==> src/include/ccg_pkg.sv <==
// constants, types and field layout for the processor clock, reset and ready generator
// assumes a single 10 MHz aclk and an AXI4-Lite master for the control registers
//
// Operation
// [RL1] source clock divided by three, output high one source period in three
// [RL2] counter has a clear input that stops counting to align clock phase
// [RL3] clear high holds counters reset; counting resumes once clear goes low
// [RL4] far side synchronises the clear to the external clock with two flip-flops
// [RL5] static strap picks oscillator or external frequency input as counter source
// [RL6] strap high selects external frequency input, low selects the oscillator
// [RL7] buffered oscillator signal always driven on the oscillator output
// [RL8] peripheral clock runs at half the processor clock with 50% duty
// [RL9] reset request passes a flip-flop clocked on the processor clock falling edge
// [RL10] reset request is active low, processor reset output active high
// [RL11] two bus-ready inputs, each recognised only while its own qualifier is asserted
// [RL12] qualifiers are active low: low validates the ready input, high disables it
// [RL13] combined ready is true when any ready input is high with qualifier low
// [RL14] without multiple bus masters the far side ties each qualifier low
// [RL15] two-stage mode: rising ready caught on rising edge, then falling edge sets ready
// [RL16] two-stage mode: falling ready clears the second stage directly on falling edge
// [RL17] sync-mode high bypasses the first stage; second stage samples on falling edge
// [RL18] sync-mode select may change on any bus cycle and takes effect at once
// [RL19] a ready source may skip synchronisation on deassertion if it meets setup by design
package ccg_pkg;

    // register byte offsets
    localparam logic [3:0] CCG_OFS_CTRL = 4'h0;
    localparam logic [3:0] CCG_OFS_STATUS = 4'h4;
    localparam logic [3:0] CCG_OFS_CYCLES = 4'h8;

    // control register fields
    localparam int CCG_CTRL_SOFT_CLEAR = 0;
    localparam int CCG_CTRL_SOFT_RESET = 1;
    localparam logic [1:0] CCG_CTRL_RESET = 2'h0;

    // status register fields
    localparam int CCG_ST_CPU_CLK = 0;
    localparam int CCG_ST_PERIPH_CLK = 1;
    localparam int CCG_ST_CPU_RESET = 2;
    localparam int CCG_ST_READY = 3;
    localparam int CCG_ST_SOURCE_SEL = 4;
    localparam int CCG_ST_SYNC_MODE = 5;
    localparam int CCG_ST_CLEAR = 6;
    localparam int CCG_ST_PHASE_LO = 8;

    // divide-by-three phase counter
    localparam logic [1:0] CCG_PHASE_HIGH = 2'h0;
    localparam logic [1:0] CCG_PHASE_LAST = 2'h2;

    // values after reset
    localparam logic CCG_CPU_RESET_INIT = 1'b1;
    localparam logic [31:0] CCG_CYCLES_INIT = 32'h0000_0000;

    // axi responses
    localparam logic [1:0] CCG_RESP_OKAY = 2'h0;
    localparam logic [1:0] CCG_RESP_SLVERR = 2'h2;

    // pins that arrive from outside the aclk domain
    typedef struct packed {
        logic oscillator_in;
        logic external_frequency_in;
        logic source_select;
        logic counter_sync_clear;
        logic reset_request_n;
        logic bus_ready_in_1;
        logic bus_ready_in_2;
        logic ready_qualifier_n_1;
        logic ready_qualifier_n_2;
        logic sync_mode_select;
    } ccg_pin_t;

endpackage

==> src/rtl/ccg_clock_gen.sv <==
// processor clock, peripheral clock, reset and ready generator with an AXI4-Lite window
// assumes source clocks at most a quarter of aclk so every edge is seen after synchronising
//
// Added by the designer: the address map and the AXI4-Lite register port.
`timescale 1ns/10ps
`default_nettype none

module ccg_clock_gen
    import ccg_pkg::*;
(
    // clock and reset
    input wire logic aclk,
    input wire logic aresetn,
    // clock sources and strap
    input wire logic oscillator_in,
    input wire logic external_frequency_in,
    input wire logic source_select,
    input wire logic counter_sync_clear,
    // reset request
    input wire logic reset_request_n,
    // bus ready inputs
    input wire logic bus_ready_in_1,
    input wire logic bus_ready_in_2,
    input wire logic ready_qualifier_n_1,
    input wire logic ready_qualifier_n_2,
    input wire logic sync_mode_select,
    // generated outputs
    output logic oscillator_out,
    output logic cpu_clk,
    output logic periph_clk,
    output logic cpu_reset,
    output logic ready,
    // axi4-lite write address
    input wire logic [3:0] s_axi_awaddr,
    input wire logic s_axi_awvalid,
    output logic s_axi_awready,
    // axi4-lite write data
    input wire logic [31:0] s_axi_wdata,
    input wire logic [3:0] s_axi_wstrb,
    input wire logic s_axi_wvalid,
    output logic s_axi_wready,
    // axi4-lite write response
    output logic [1:0] s_axi_bresp,
    output logic s_axi_bvalid,
    input wire logic s_axi_bready,
    // axi4-lite read address
    input wire logic [3:0] s_axi_araddr,
    input wire logic s_axi_arvalid,
    output logic s_axi_arready,
    // axi4-lite read data
    output logic [31:0] s_axi_rdata,
    output logic [1:0] s_axi_rresp,
    output logic s_axi_rvalid,
    input wire logic s_axi_rready
);

    ccg_pin_t pins_raw;
    ccg_pin_t pins;

    // every pin passes two flops before any logic looks at it
    assign pins_raw = '{
        oscillator_in: oscillator_in,
        external_frequency_in: external_frequency_in,
        source_select: source_select,
        counter_sync_clear: counter_sync_clear,
        reset_request_n: reset_request_n,
        bus_ready_in_1: bus_ready_in_1,
        bus_ready_in_2: bus_ready_in_2,
        ready_qualifier_n_1: ready_qualifier_n_1,
        ready_qualifier_n_2: ready_qualifier_n_2,
        sync_mode_select: sync_mode_select
    };

    ccg_sync #(
        .WIDTH($bits(ccg_pin_t))
    ) u_sync (
        .aclk(aclk),
        .aresetn(aresetn),
        .d(pins_raw),
        .q(pins)
    );

    // control register
    logic [1:0] ctrl;
    logic [1:0] next_ctrl;

    // divider state
    logic src_prev;
    logic [1:0] phase;
    logic [31:0] cycles;
    logic next_src_prev;
    logic [1:0] next_phase;
    logic next_cpu_clk;
    logic next_periph_clk;
    logic [31:0] next_cycles;

    logic src_level;
    logic src_edge;
    logic clear_active;
    logic rise_evt;
    logic fall_evt;

    always_comb begin
        // static strap picks the source feeding the divider
        src_level = pins.source_select ? pins.external_frequency_in
                                       : pins.oscillator_in; // RL5 RL6
        src_edge = src_level & ~src_prev;
        clear_active = pins.counter_sync_clear | ctrl[CCG_CTRL_SOFT_CLEAR]; // RL2
        next_src_prev = src_level;
        next_phase = phase;
        next_cpu_clk = cpu_clk;
        next_periph_clk = periph_clk;
        next_cycles = cycles;
        rise_evt = 1'b0;
        fall_evt = 1'b0;
        if (clear_active) begin
            // parked on the last phase so the first edge after release starts a high phase
            next_phase = CCG_PHASE_LAST; // RL3
            next_cpu_clk = 1'b0; // RL3
            next_periph_clk = 1'b0; // RL3
        end else if (src_edge) begin
            if (phase == CCG_PHASE_LAST) begin
                next_phase = CCG_PHASE_HIGH; // RL1
            end else begin
                next_phase = phase + 2'h1; // RL1
            end
            next_cpu_clk = (next_phase == CCG_PHASE_HIGH); // RL1
            rise_evt = next_cpu_clk & ~cpu_clk;
            fall_evt = cpu_clk & ~next_cpu_clk;
            if (rise_evt) begin
                next_periph_clk = ~periph_clk; // RL8
                next_cycles = cycles + 32'h0000_0001;
            end
        end
    end

    always_ff @(posedge aclk) begin
        if (!aresetn) begin
            src_prev <= 1'b0;
            phase <= CCG_PHASE_LAST;
            cpu_clk <= 1'b0;
            periph_clk <= 1'b0;
            cycles <= CCG_CYCLES_INIT;
        end else begin
            src_prev <= next_src_prev;
            phase <= next_phase;
            cpu_clk <= next_cpu_clk;
            periph_clk <= next_periph_clk;
            cycles <= next_cycles;
        end
    end

    // reset and ready stages, stepped by the processor clock events
    logic rdy_stage1;
    logic next_rdy_stage1;
    logic next_ready;
    logic next_cpu_reset;
    logic next_oscillator_out;
    logic ready_qualified;

    always_comb begin
        ready_qualified = (pins.bus_ready_in_1 & ~pins.ready_qualifier_n_1)
                        | (pins.bus_ready_in_2 & ~pins.ready_qualifier_n_2); // RL11 RL12 RL13
        next_oscillator_out = pins.oscillator_in; // RL7
        next_rdy_stage1 = rdy_stage1;
        next_ready = ready;
        next_cpu_reset = cpu_reset;
        if (rise_evt) begin
            next_rdy_stage1 = ready_qualified; // RL15
        end
        if (fall_evt) begin
            next_cpu_reset = ~pins.reset_request_n | ctrl[CCG_CTRL_SOFT_RESET]; // RL9 RL10
            // mode is looked at on every falling edge, so it may change per bus cycle
            if (pins.sync_mode_select) begin
                next_ready = ready_qualified; // RL17 RL18
            end else begin
                // falling ready drops straight through, rising waits for stage one
                next_ready = rdy_stage1 & ready_qualified; // RL15 RL16 RL18
            end
        end
    end

    always_ff @(posedge aclk) begin
        if (!aresetn) begin
            rdy_stage1 <= 1'b0;
            ready <= 1'b0;
            cpu_reset <= CCG_CPU_RESET_INIT;
            oscillator_out <= 1'b0;
        end else begin
            rdy_stage1 <= next_rdy_stage1;
            ready <= next_ready;
            cpu_reset <= next_cpu_reset;
            oscillator_out <= next_oscillator_out;
        end
    end

    // axi write side: address and data latched independently, answered once both are held
    logic aw_held;
    logic w_held;
    logic [3:0] aw_addr;
    logic [31:0] w_data;
    logic [3:0] w_strb;
    logic next_aw_held;
    logic next_w_held;
    logic [3:0] next_aw_addr;
    logic [31:0] next_w_data;
    logic [3:0] next_w_strb;
    logic next_bvalid;
    logic [1:0] next_bresp;

    assign s_axi_awready = ~aw_held;
    assign s_axi_wready = ~w_held;

    always_comb begin
        next_aw_held = aw_held;
        next_w_held = w_held;
        next_aw_addr = aw_addr;
        next_w_data = w_data;
        next_w_strb = w_strb;
        next_bvalid = s_axi_bvalid;
        next_bresp = s_axi_bresp;
        next_ctrl = ctrl;
        if (s_axi_awvalid && !aw_held) begin
            next_aw_held = 1'b1;
            next_aw_addr = s_axi_awaddr;
        end
        if (s_axi_wvalid && !w_held) begin
            next_w_held = 1'b1;
            next_w_data = s_axi_wdata;
            next_w_strb = s_axi_wstrb;
        end
        if (s_axi_bvalid && s_axi_bready) begin
            next_bvalid = 1'b0;
        end
        // one write at a time: the pair is consumed only while no response is pending
        if (aw_held && w_held && !s_axi_bvalid) begin
            next_aw_held = 1'b0;
            next_w_held = 1'b0;
            next_bvalid = 1'b1;
            next_bresp = CCG_RESP_OKAY;
            case (aw_addr)
                CCG_OFS_CTRL: begin
                    if (w_strb[0]) begin
                        next_ctrl = w_data[1:0];
                    end
                end
                CCG_OFS_STATUS, CCG_OFS_CYCLES: begin
                    next_bresp = CCG_RESP_OKAY;
                end
                default: begin
                    next_bresp = CCG_RESP_SLVERR;
                end
            endcase
        end
    end

    always_ff @(posedge aclk) begin
        if (!aresetn) begin
            aw_held <= 1'b0;
            w_held <= 1'b0;
            aw_addr <= 4'h0;
            w_data <= 32'h0000_0000;
            w_strb <= 4'h0;
            s_axi_bvalid <= 1'b0;
            s_axi_bresp <= CCG_RESP_OKAY;
            ctrl <= CCG_CTRL_RESET;
        end else begin
            aw_held <= next_aw_held;
            w_held <= next_w_held;
            aw_addr <= next_aw_addr;
            w_data <= next_w_data;
            w_strb <= next_w_strb;
            s_axi_bvalid <= next_bvalid;
            s_axi_bresp <= next_bresp;
            ctrl <= next_ctrl;
        end
    end

    // axi read side: one outstanding read, data registered at the accept edge
    logic [31:0] status_word;
    logic next_rvalid;
    logic [31:0] next_rdata;
    logic [1:0] next_rresp;

    assign s_axi_arready = ~s_axi_rvalid;

    always_comb begin
        status_word = 32'h0000_0000;
        status_word[CCG_ST_CPU_CLK] = cpu_clk;
        status_word[CCG_ST_PERIPH_CLK] = periph_clk;
        status_word[CCG_ST_CPU_RESET] = cpu_reset;
        status_word[CCG_ST_READY] = ready;
        status_word[CCG_ST_SOURCE_SEL] = pins.source_select;
        status_word[CCG_ST_SYNC_MODE] = pins.sync_mode_select;
        status_word[CCG_ST_CLEAR] = clear_active;
        status_word[CCG_ST_PHASE_LO +: 2] = phase;
        next_rvalid = s_axi_rvalid;
        next_rdata = s_axi_rdata;
        next_rresp = s_axi_rresp;
        if (s_axi_rvalid && s_axi_rready) begin
            next_rvalid = 1'b0;
        end
        if (s_axi_arvalid && !s_axi_rvalid) begin
            next_rvalid = 1'b1;
            next_rresp = CCG_RESP_OKAY;
            case (s_axi_araddr)
                CCG_OFS_CTRL: begin
                    next_rdata = {30'h0000_0000, ctrl};
                end
                CCG_OFS_STATUS: begin
                    next_rdata = status_word;
                end
                CCG_OFS_CYCLES: begin
                    next_rdata = cycles;
                end
                default: begin
                    next_rdata = 32'h0000_0000;
                    next_rresp = CCG_RESP_SLVERR;
                end
            endcase
        end
    end

    always_ff @(posedge aclk) begin
        if (!aresetn) begin
            s_axi_rvalid <= 1'b0;
            s_axi_rdata <= 32'h0000_0000;
            s_axi_rresp <= CCG_RESP_OKAY;
        end else begin
            s_axi_rvalid <= next_rvalid;
            s_axi_rdata <= next_rdata;
            s_axi_rresp <= next_rresp;
        end
    end

endmodule

`default_nettype wire

==> src/rtl/ccg_sync.sv <==
// two flip-flop synchroniser for a vector of independent level inputs
// assumes each bit is a slow level; multi-bit coherence is not kept
`timescale 1ns/10ps
`default_nettype none

module ccg_sync #(
    parameter int WIDTH = 1
) (
    // clock and reset
    input wire logic aclk,
    input wire logic aresetn,
    // levels
    input wire logic [WIDTH-1:0] d,
    output logic [WIDTH-1:0] q
);

    logic [WIDTH-1:0] meta;
    logic [WIDTH-1:0] next_meta;
    logic [WIDTH-1:0] next_q;

    always_comb begin
        next_meta = d;
        next_q = meta;
    end

    always_ff @(posedge aclk) begin
        if (!aresetn) begin
            meta <= '0;
            q <= '0;
        end else begin
            meta <= next_meta;
            q <= next_q;
        end
    end

endmodule

`default_nettype wire

==> config.mk <==
export PLATFORM = sky130hd
export DESIGN_NAME = ccg_clock_gen
export DESIGN_NICKNAME = d
export VERILOG_FILES = /design/src/include/ccg_pkg.sv /design/src/rtl/ccg_clock_gen.sv /design/src/rtl/ccg_sync.sv
export SDC_FILE = /design/constraint.sdc
export NUM_CORES = 1
export LEC_CHECK = 0
export BUFFER_PORTS_ARGS = -buffer_cell sky130_fd_sc_hd__buf_4
export CAP_MARGIN = 20
export CORE_AREA = 2 2 114 116
export DETAILED_ROUTE_END_ITERATION = 8
export DIE_AREA = 0 0 116 118
export PLACE_DENSITY_LB_ADDON = 0.2
export SLEW_MARGIN = 20
export SYNTH_ARGS = -nofsm -noshare
export SYNTH_HDL_FRONTEND = slang
export SYNTH_SLANG_ARGS = --single-unit
==> constraint.sdc <==
create_clock -name aclk -period 4.5 [get_ports aclk]
set_input_delay 0.225 -clock aclk [delete_from_list [all_inputs] [get_ports aclk]]
set_output_delay 0.225 -clock aclk [all_outputs]
set_load 0.02 [all_outputs]
# Word-level counts from Yosys, hierarchy flattened
# Cells that the tools add are included.
[word_totals]
ff_bits = 110
input_bits = 61
output_inout_bits = 46
elab_cells = 89
[op_classes]
n_addsub = 2
n_eq_ne = 5
mux = 16
bitwise = 21
n_reduce_logical = 23
[op_table]
columns = ["op", "count"]
rows = [
  ["one-hot mux 32 bit (3 select lines)", 1],
  ["adder 32 x 1 -> 32 bit, second input constant", 1],
  ["inverter 1 bit", 12],
  ["2-to-1 mux 1 bit", 10],
  ["2-to-1 mux 2 bit", 5],
  ["equality test 4 x 3 -> 1 bit, second input constant", 2],
  ["equality test 4 bit, second input constant", 2],
  ["zero test 4 bit", 2],
  ["logical AND 1 bit", 7],
  ["AND 1 bit", 6],
  ["AND reduction 3 bit", 2],
  ["OR reduction 3 bit", 2],
  ["zero test 1 bit", 4],
  ["nonzero test 2 bit", 2],
  ["OR reduction 2 bit", 2],
  ["bitwise OR 1 bit", 3],
  ["adder 2 x 1 -> 2 bit, second input constant", 1],
  ["equality test 2 bit, second input constant", 1],
  ["zero test 2 bit", 1],
  ["AND reduction 2 bit", 1],
]

# Longest topological paths before layout
[logic_depth]
ltp_word = 9
depth_mapped = 7
depth_no_buf = 5

# Hierarchy
# A second synthesis with hierarchy kept.
[hier_totals]
cells_unflattened = 467
area_unflattened_um2 = 4376.7
[by_module_without_submodules]
columns = ["mod", "n_inst", "cells_each", "area_each_um2", "seq_area_each_um2"]
rows = [
  ["ccg_clock_gen", 1, 425, 3814.9, 1761.7],
  ["ccg_sync", 1, 42, 561.8, 400.4],
]

# Least setup slack after synthesis
# No wires, ideal clock.
[synth_path]
kind = "reg2reg"
from = "register cycles[0]"
to = "register cycles[26]"
setup_ns = 0.070
t_arrival_ns = 1.950
required_time_ns = 4.430
slack_ns = 2.479
stages_incl_launch_ff = 7
n_path_buf = 1
synth_period_minus_slack_ns = 2.021
cell_sequence = "dfxtp_1 > ha_1 > nor4bb_1 > nand3_1 > clkbuf_1 > or4_1 > a21oi_1"
[synth_between]
elab_chain_cells = 1
[synth_lines]
columns = ["item", "line", "rtl"]
rows = [
  ["start: declaration", "ccg_clock_gen.sv:90", "logic [31:0] cycles;"],
  ["start signal: assignment", "ccg_clock_gen.sv:149", "cycles <= next_cycles;"],
  ["adder 32 x 1 -> 32 bit", "ccg_clock_gen.sv:132", "next_cycles = cycles + 32'h0000_0001;"],
]
# Every way passes these cells.
# A chain may end at the register's enable or synchronous reset.

# Worst setup path in the final report
[layout_path]
from = "register cycles[0]"
to = "register cycles[16]"
# Same word-level chain as after synthesis.

==> flow_summary_export.csv <==
group,metric,value,unit
setup_path,crit_slowest_cell,"or4_1",
detailed_routing,routed_wl,9860,um
floorplanning,coreArea,12400,um^2
detailed_routing,drtIter0Drc,237,
synth,ys.flop_type,"dfxtp_1",
global_routing,globalRouteMet1Util,19.7,%
timing,relSlewSlack,49.7,%
worst_hold_path,hold_path.class,"in2reg",
synth,yosysSeqAreaShare,50.3,%
synth,yosys.area.top_type,"dfxtp_1",
global_routing,grt_pass1_vias,3198,
global_routing,grt_max_degree,45,
timing,final-hold-violation-count,0,
synth,netlist.area_leader.share,50.3,%
setup_path,worstSetupStartpointType,"flip-flop",
clocking,insertion_delay,0.34,ns
timing,setup-violations-final,0,
timing,tns,0,ns
synth,synth_area_leaders,"dfxtp_1 50%, a22oi_1 5.6%, nor2_1 5.1%",
synth,synth_async_sr_flop_share,0,%
pwr,power_frac_comb,5.6,%
global_routing,antenna_found_initial,0,
place,gp_congestion,0.839,
pwr,p_leak,0.00197,uW
global_routing,track_usage,14.5,%
clocking,clock_sinks,108,
synth,synth_cell_types,49,
clocking,cts.repair.resized,0,
outcome,status,"finished clean",
setup_path,timing.critical_path.cells,"ha_1 > nor4bb_1 > nand3_1 > or4_1 > a21oi_1",
timing,post-route-period-util,57.8,%
setup_path,worstSetupEndpointType,"flip-flop",
synth,syn_area,4300,um^2
pwr,pwr_density_cell,378,nW/um^2
clocking,cts_tree,"done",
timing,tightest_slew,0.753,ns
place,place_hpwl,6650,um
synth,syn_inst,460,
pwr,p_sw_share,21.4,%
timing,rsz0062_at_grt,"false",
timing,fmaxAchievable,384,MHz
floorplanning,die_area,13700,um^2
setup_path,crit_family,"simple AND/OR/NAND/NOR gates",
detailed_routing,drtAntennaViolNets,0,
timing,slew_violations,0,
setup_path,worstPathArrival,2.88,ns
global_routing,grt_busiest_layer,"met2",
setup_path,cp_data_required_time,4.77,ns
pwr,intPower,1570,uW
global_routing,grt_overflow,0,
place,io_buffers,71,
clocking,ctsLongestPathBuffers,2,
floorplanning,boundaryPins,107,
pwr,power,1990,uW
clocking,htreeDepth,3,
timing,period_needed,2.60,ns
clocking,cts_hold_buffers,0,
setup_path,cp_max_fo,16,
synth,yosys_warnings,0,
pwr,p_seq_share,49.5,%
clocking,cts_buffers,9,
floorplanning,rows,41,
synth,avgSynthCellArea,9.34,um^2
clocking,cts_setup_buffers,0,
setup_path,crit_type,"reg2reg",
pwr,ir_drop,155,uV
detailed_routing,drcViolationCount,0,
floorplanning,die_h,118,um
detailed_routing,num_vias,3486,
timing,worst_clock_skew,0.00484,ns
detailed_routing,wl_per_cell,14.3,um
layout,nNetsFinal,576,
synth,synth_edf_count,0,
detailed_routing,dr.pass1.iters,5,
layout,syn_to_final_growth,23.0,%
clocking,path_clk_slew,0.07,ns
layout,n_antenna_cell,0,
setup_path,path_buf_inv,0,
pwr,switchingPower,427,uW
layout,drive_gt1_share,18.9,%
floorplanning,die_x,116,um
global_routing,grt_use_met3,3.96,%
global_routing,use_met2,22.0,%
global_routing,grt_pass1_wl,15900,um
flow_run,drv_cap,0,
floorplanning,start_util,34.6,%
clocking,cts-root-buf,"clkbuf_16",
synth,synth.ff_latch_count,108,
detailed_routing,via_per_inst,5.04,
pwr,p_clk_share,44.9,%
setup_path,cpPeakStageDelay,0.63,ns
-- synthesized netlist by cell type, drive strengths merged, types with 2 or more instances --
library cell	n
nor3	2
a22oi	32
buf	10
a211oi	2
nand2b	9
or3	5
nand3	12
xnor2	2
a2111oi	2
and4	6
o31ai	15
a22o	7
o311ai	2
mux2i	17
or3b	2
nand2	15
nor2b	5
a21oi	27
nor2	58
or4	18
and3	3
o2bb2ai	2
clkbuf	23
o41ai	2
nand4	11
o21ai	10
and2	21
and3b	2
nor4	7
xor2	4
dfxtp	108
inv	9
-- flip-flops by register name, indices dropped and copies added, names as in the netlist, 2 cells and up --
name and cells:
aw_addr 4, u_sync.q 10, w_data 2, u_sync.meta 10, phase 2, cycles 32
s_axi_rdata 32, ctrl 2
-- power groups by stage --
stage | combinational (uW) | clock [uW] | sequential, uW
2_1_floorplan | 66.4 | 0 | 1010
3_3_place_gp | 111 | 0 | 1010
3_5_place_dp | 113 | 0 | 1010
4_1_cts | 113 | 923 | 987
5_1_grt | 124 | 953 | 989
6_report | 112 | 894 | 987
-- cell families after synthesis --
kind of cell | after synthesis | synth area share (%)
xor gates and xnor gates | 6 | 1.22
adders and majority gates | 1 | 0.291
AOI/OAI and AO/OA | 104 | 16.7
buffers and inverters | 42 | 4.11
and+or+nand+nor | 180 | 23.1
muxes | 18 | 4.22
DFF | 108 | 50.3
other | 1 | 0.0873
-- layer usage --
metal  vias to the layer above  routed length [um]
met4                         0                  76
met2                        72                4580
met5                         -                   0
li1                       1780                   -
met1                      1630                4750
met3                         4                 451
-- area by class of cell --
| cell class | count | area (um^2) |
|---|---|---|
| clock inverter | 6 | 111 |
| fill | 1239 | 7130 |
| sequential | 108 | 2160 |
| inverter | 9 | 33.8 |
| clock buffer | 10 | 229 |
| tap | 172 | 215 |
| multi-input combinational | 311 | 1970 |
| timing repair buffer | 75 | 563 |
-- path summary, 6_finish.rpt --
path / slack (ns) / depth (start not counted) / start / end
min: 0.09 / 2 / bus_ready_in_1 / u_sync.meta[4]
max reg2reg: 1.90 / 5 / cycles[0] / cycles[16]
max: 1.90 / 5 / cycles[0] / cycles[16]
min reg2reg: 0.43 / 1 / u_sync.meta[2] / u_sync.q[2]
-- placed cells by master (no fill, tap or decap), types with 3 or more instances in the layout --
cell type,instances
or4_1,17
a22o_1,7
buf_4,75
nand3_1,12
inv_1,8
and3_1,3
o21ai_0,10
dfxtp_1,108
nand2b_1,9
xor2_1,4
clkbuf_16,9
or3_1,5
a21oi_1,27
and2_1,21
nor4_1,7
a22oi_1,32
nand2_1,15
nor2b_1,5
and4_1,6
mux2i_1,17
o31ai_1,15
bufinv_16,3
nor2_1,58
nand4_1,10
-- stage by stage --
| stage | cells | cell area (um^2) | hold WS, ns | setup WS [ns] | utilization [%] |
|---|---|---|---|---|---|
| 2_1_floorplan | 461 | 4300 | 0.352 | 2.48 | - |
| 3_3_place_gp | 675 | 4940 | 0.416 | 1.94 | 39.8 |
| 3_5_place_dp | 675 | 4940 | 0.418 | 1.87 | 39.8 |
| 4_1_cts | 691 | 5280 | 0.0752 | 1.88 | 42.5 |
| 5_1_grt | 691 | 5280 | 0.0732 | 1.63 | 42.5 |
| 6_report | 691 | 5280 | 0.0889 | 1.90 | 42.5 |
(Power assumes the default switching activity.)
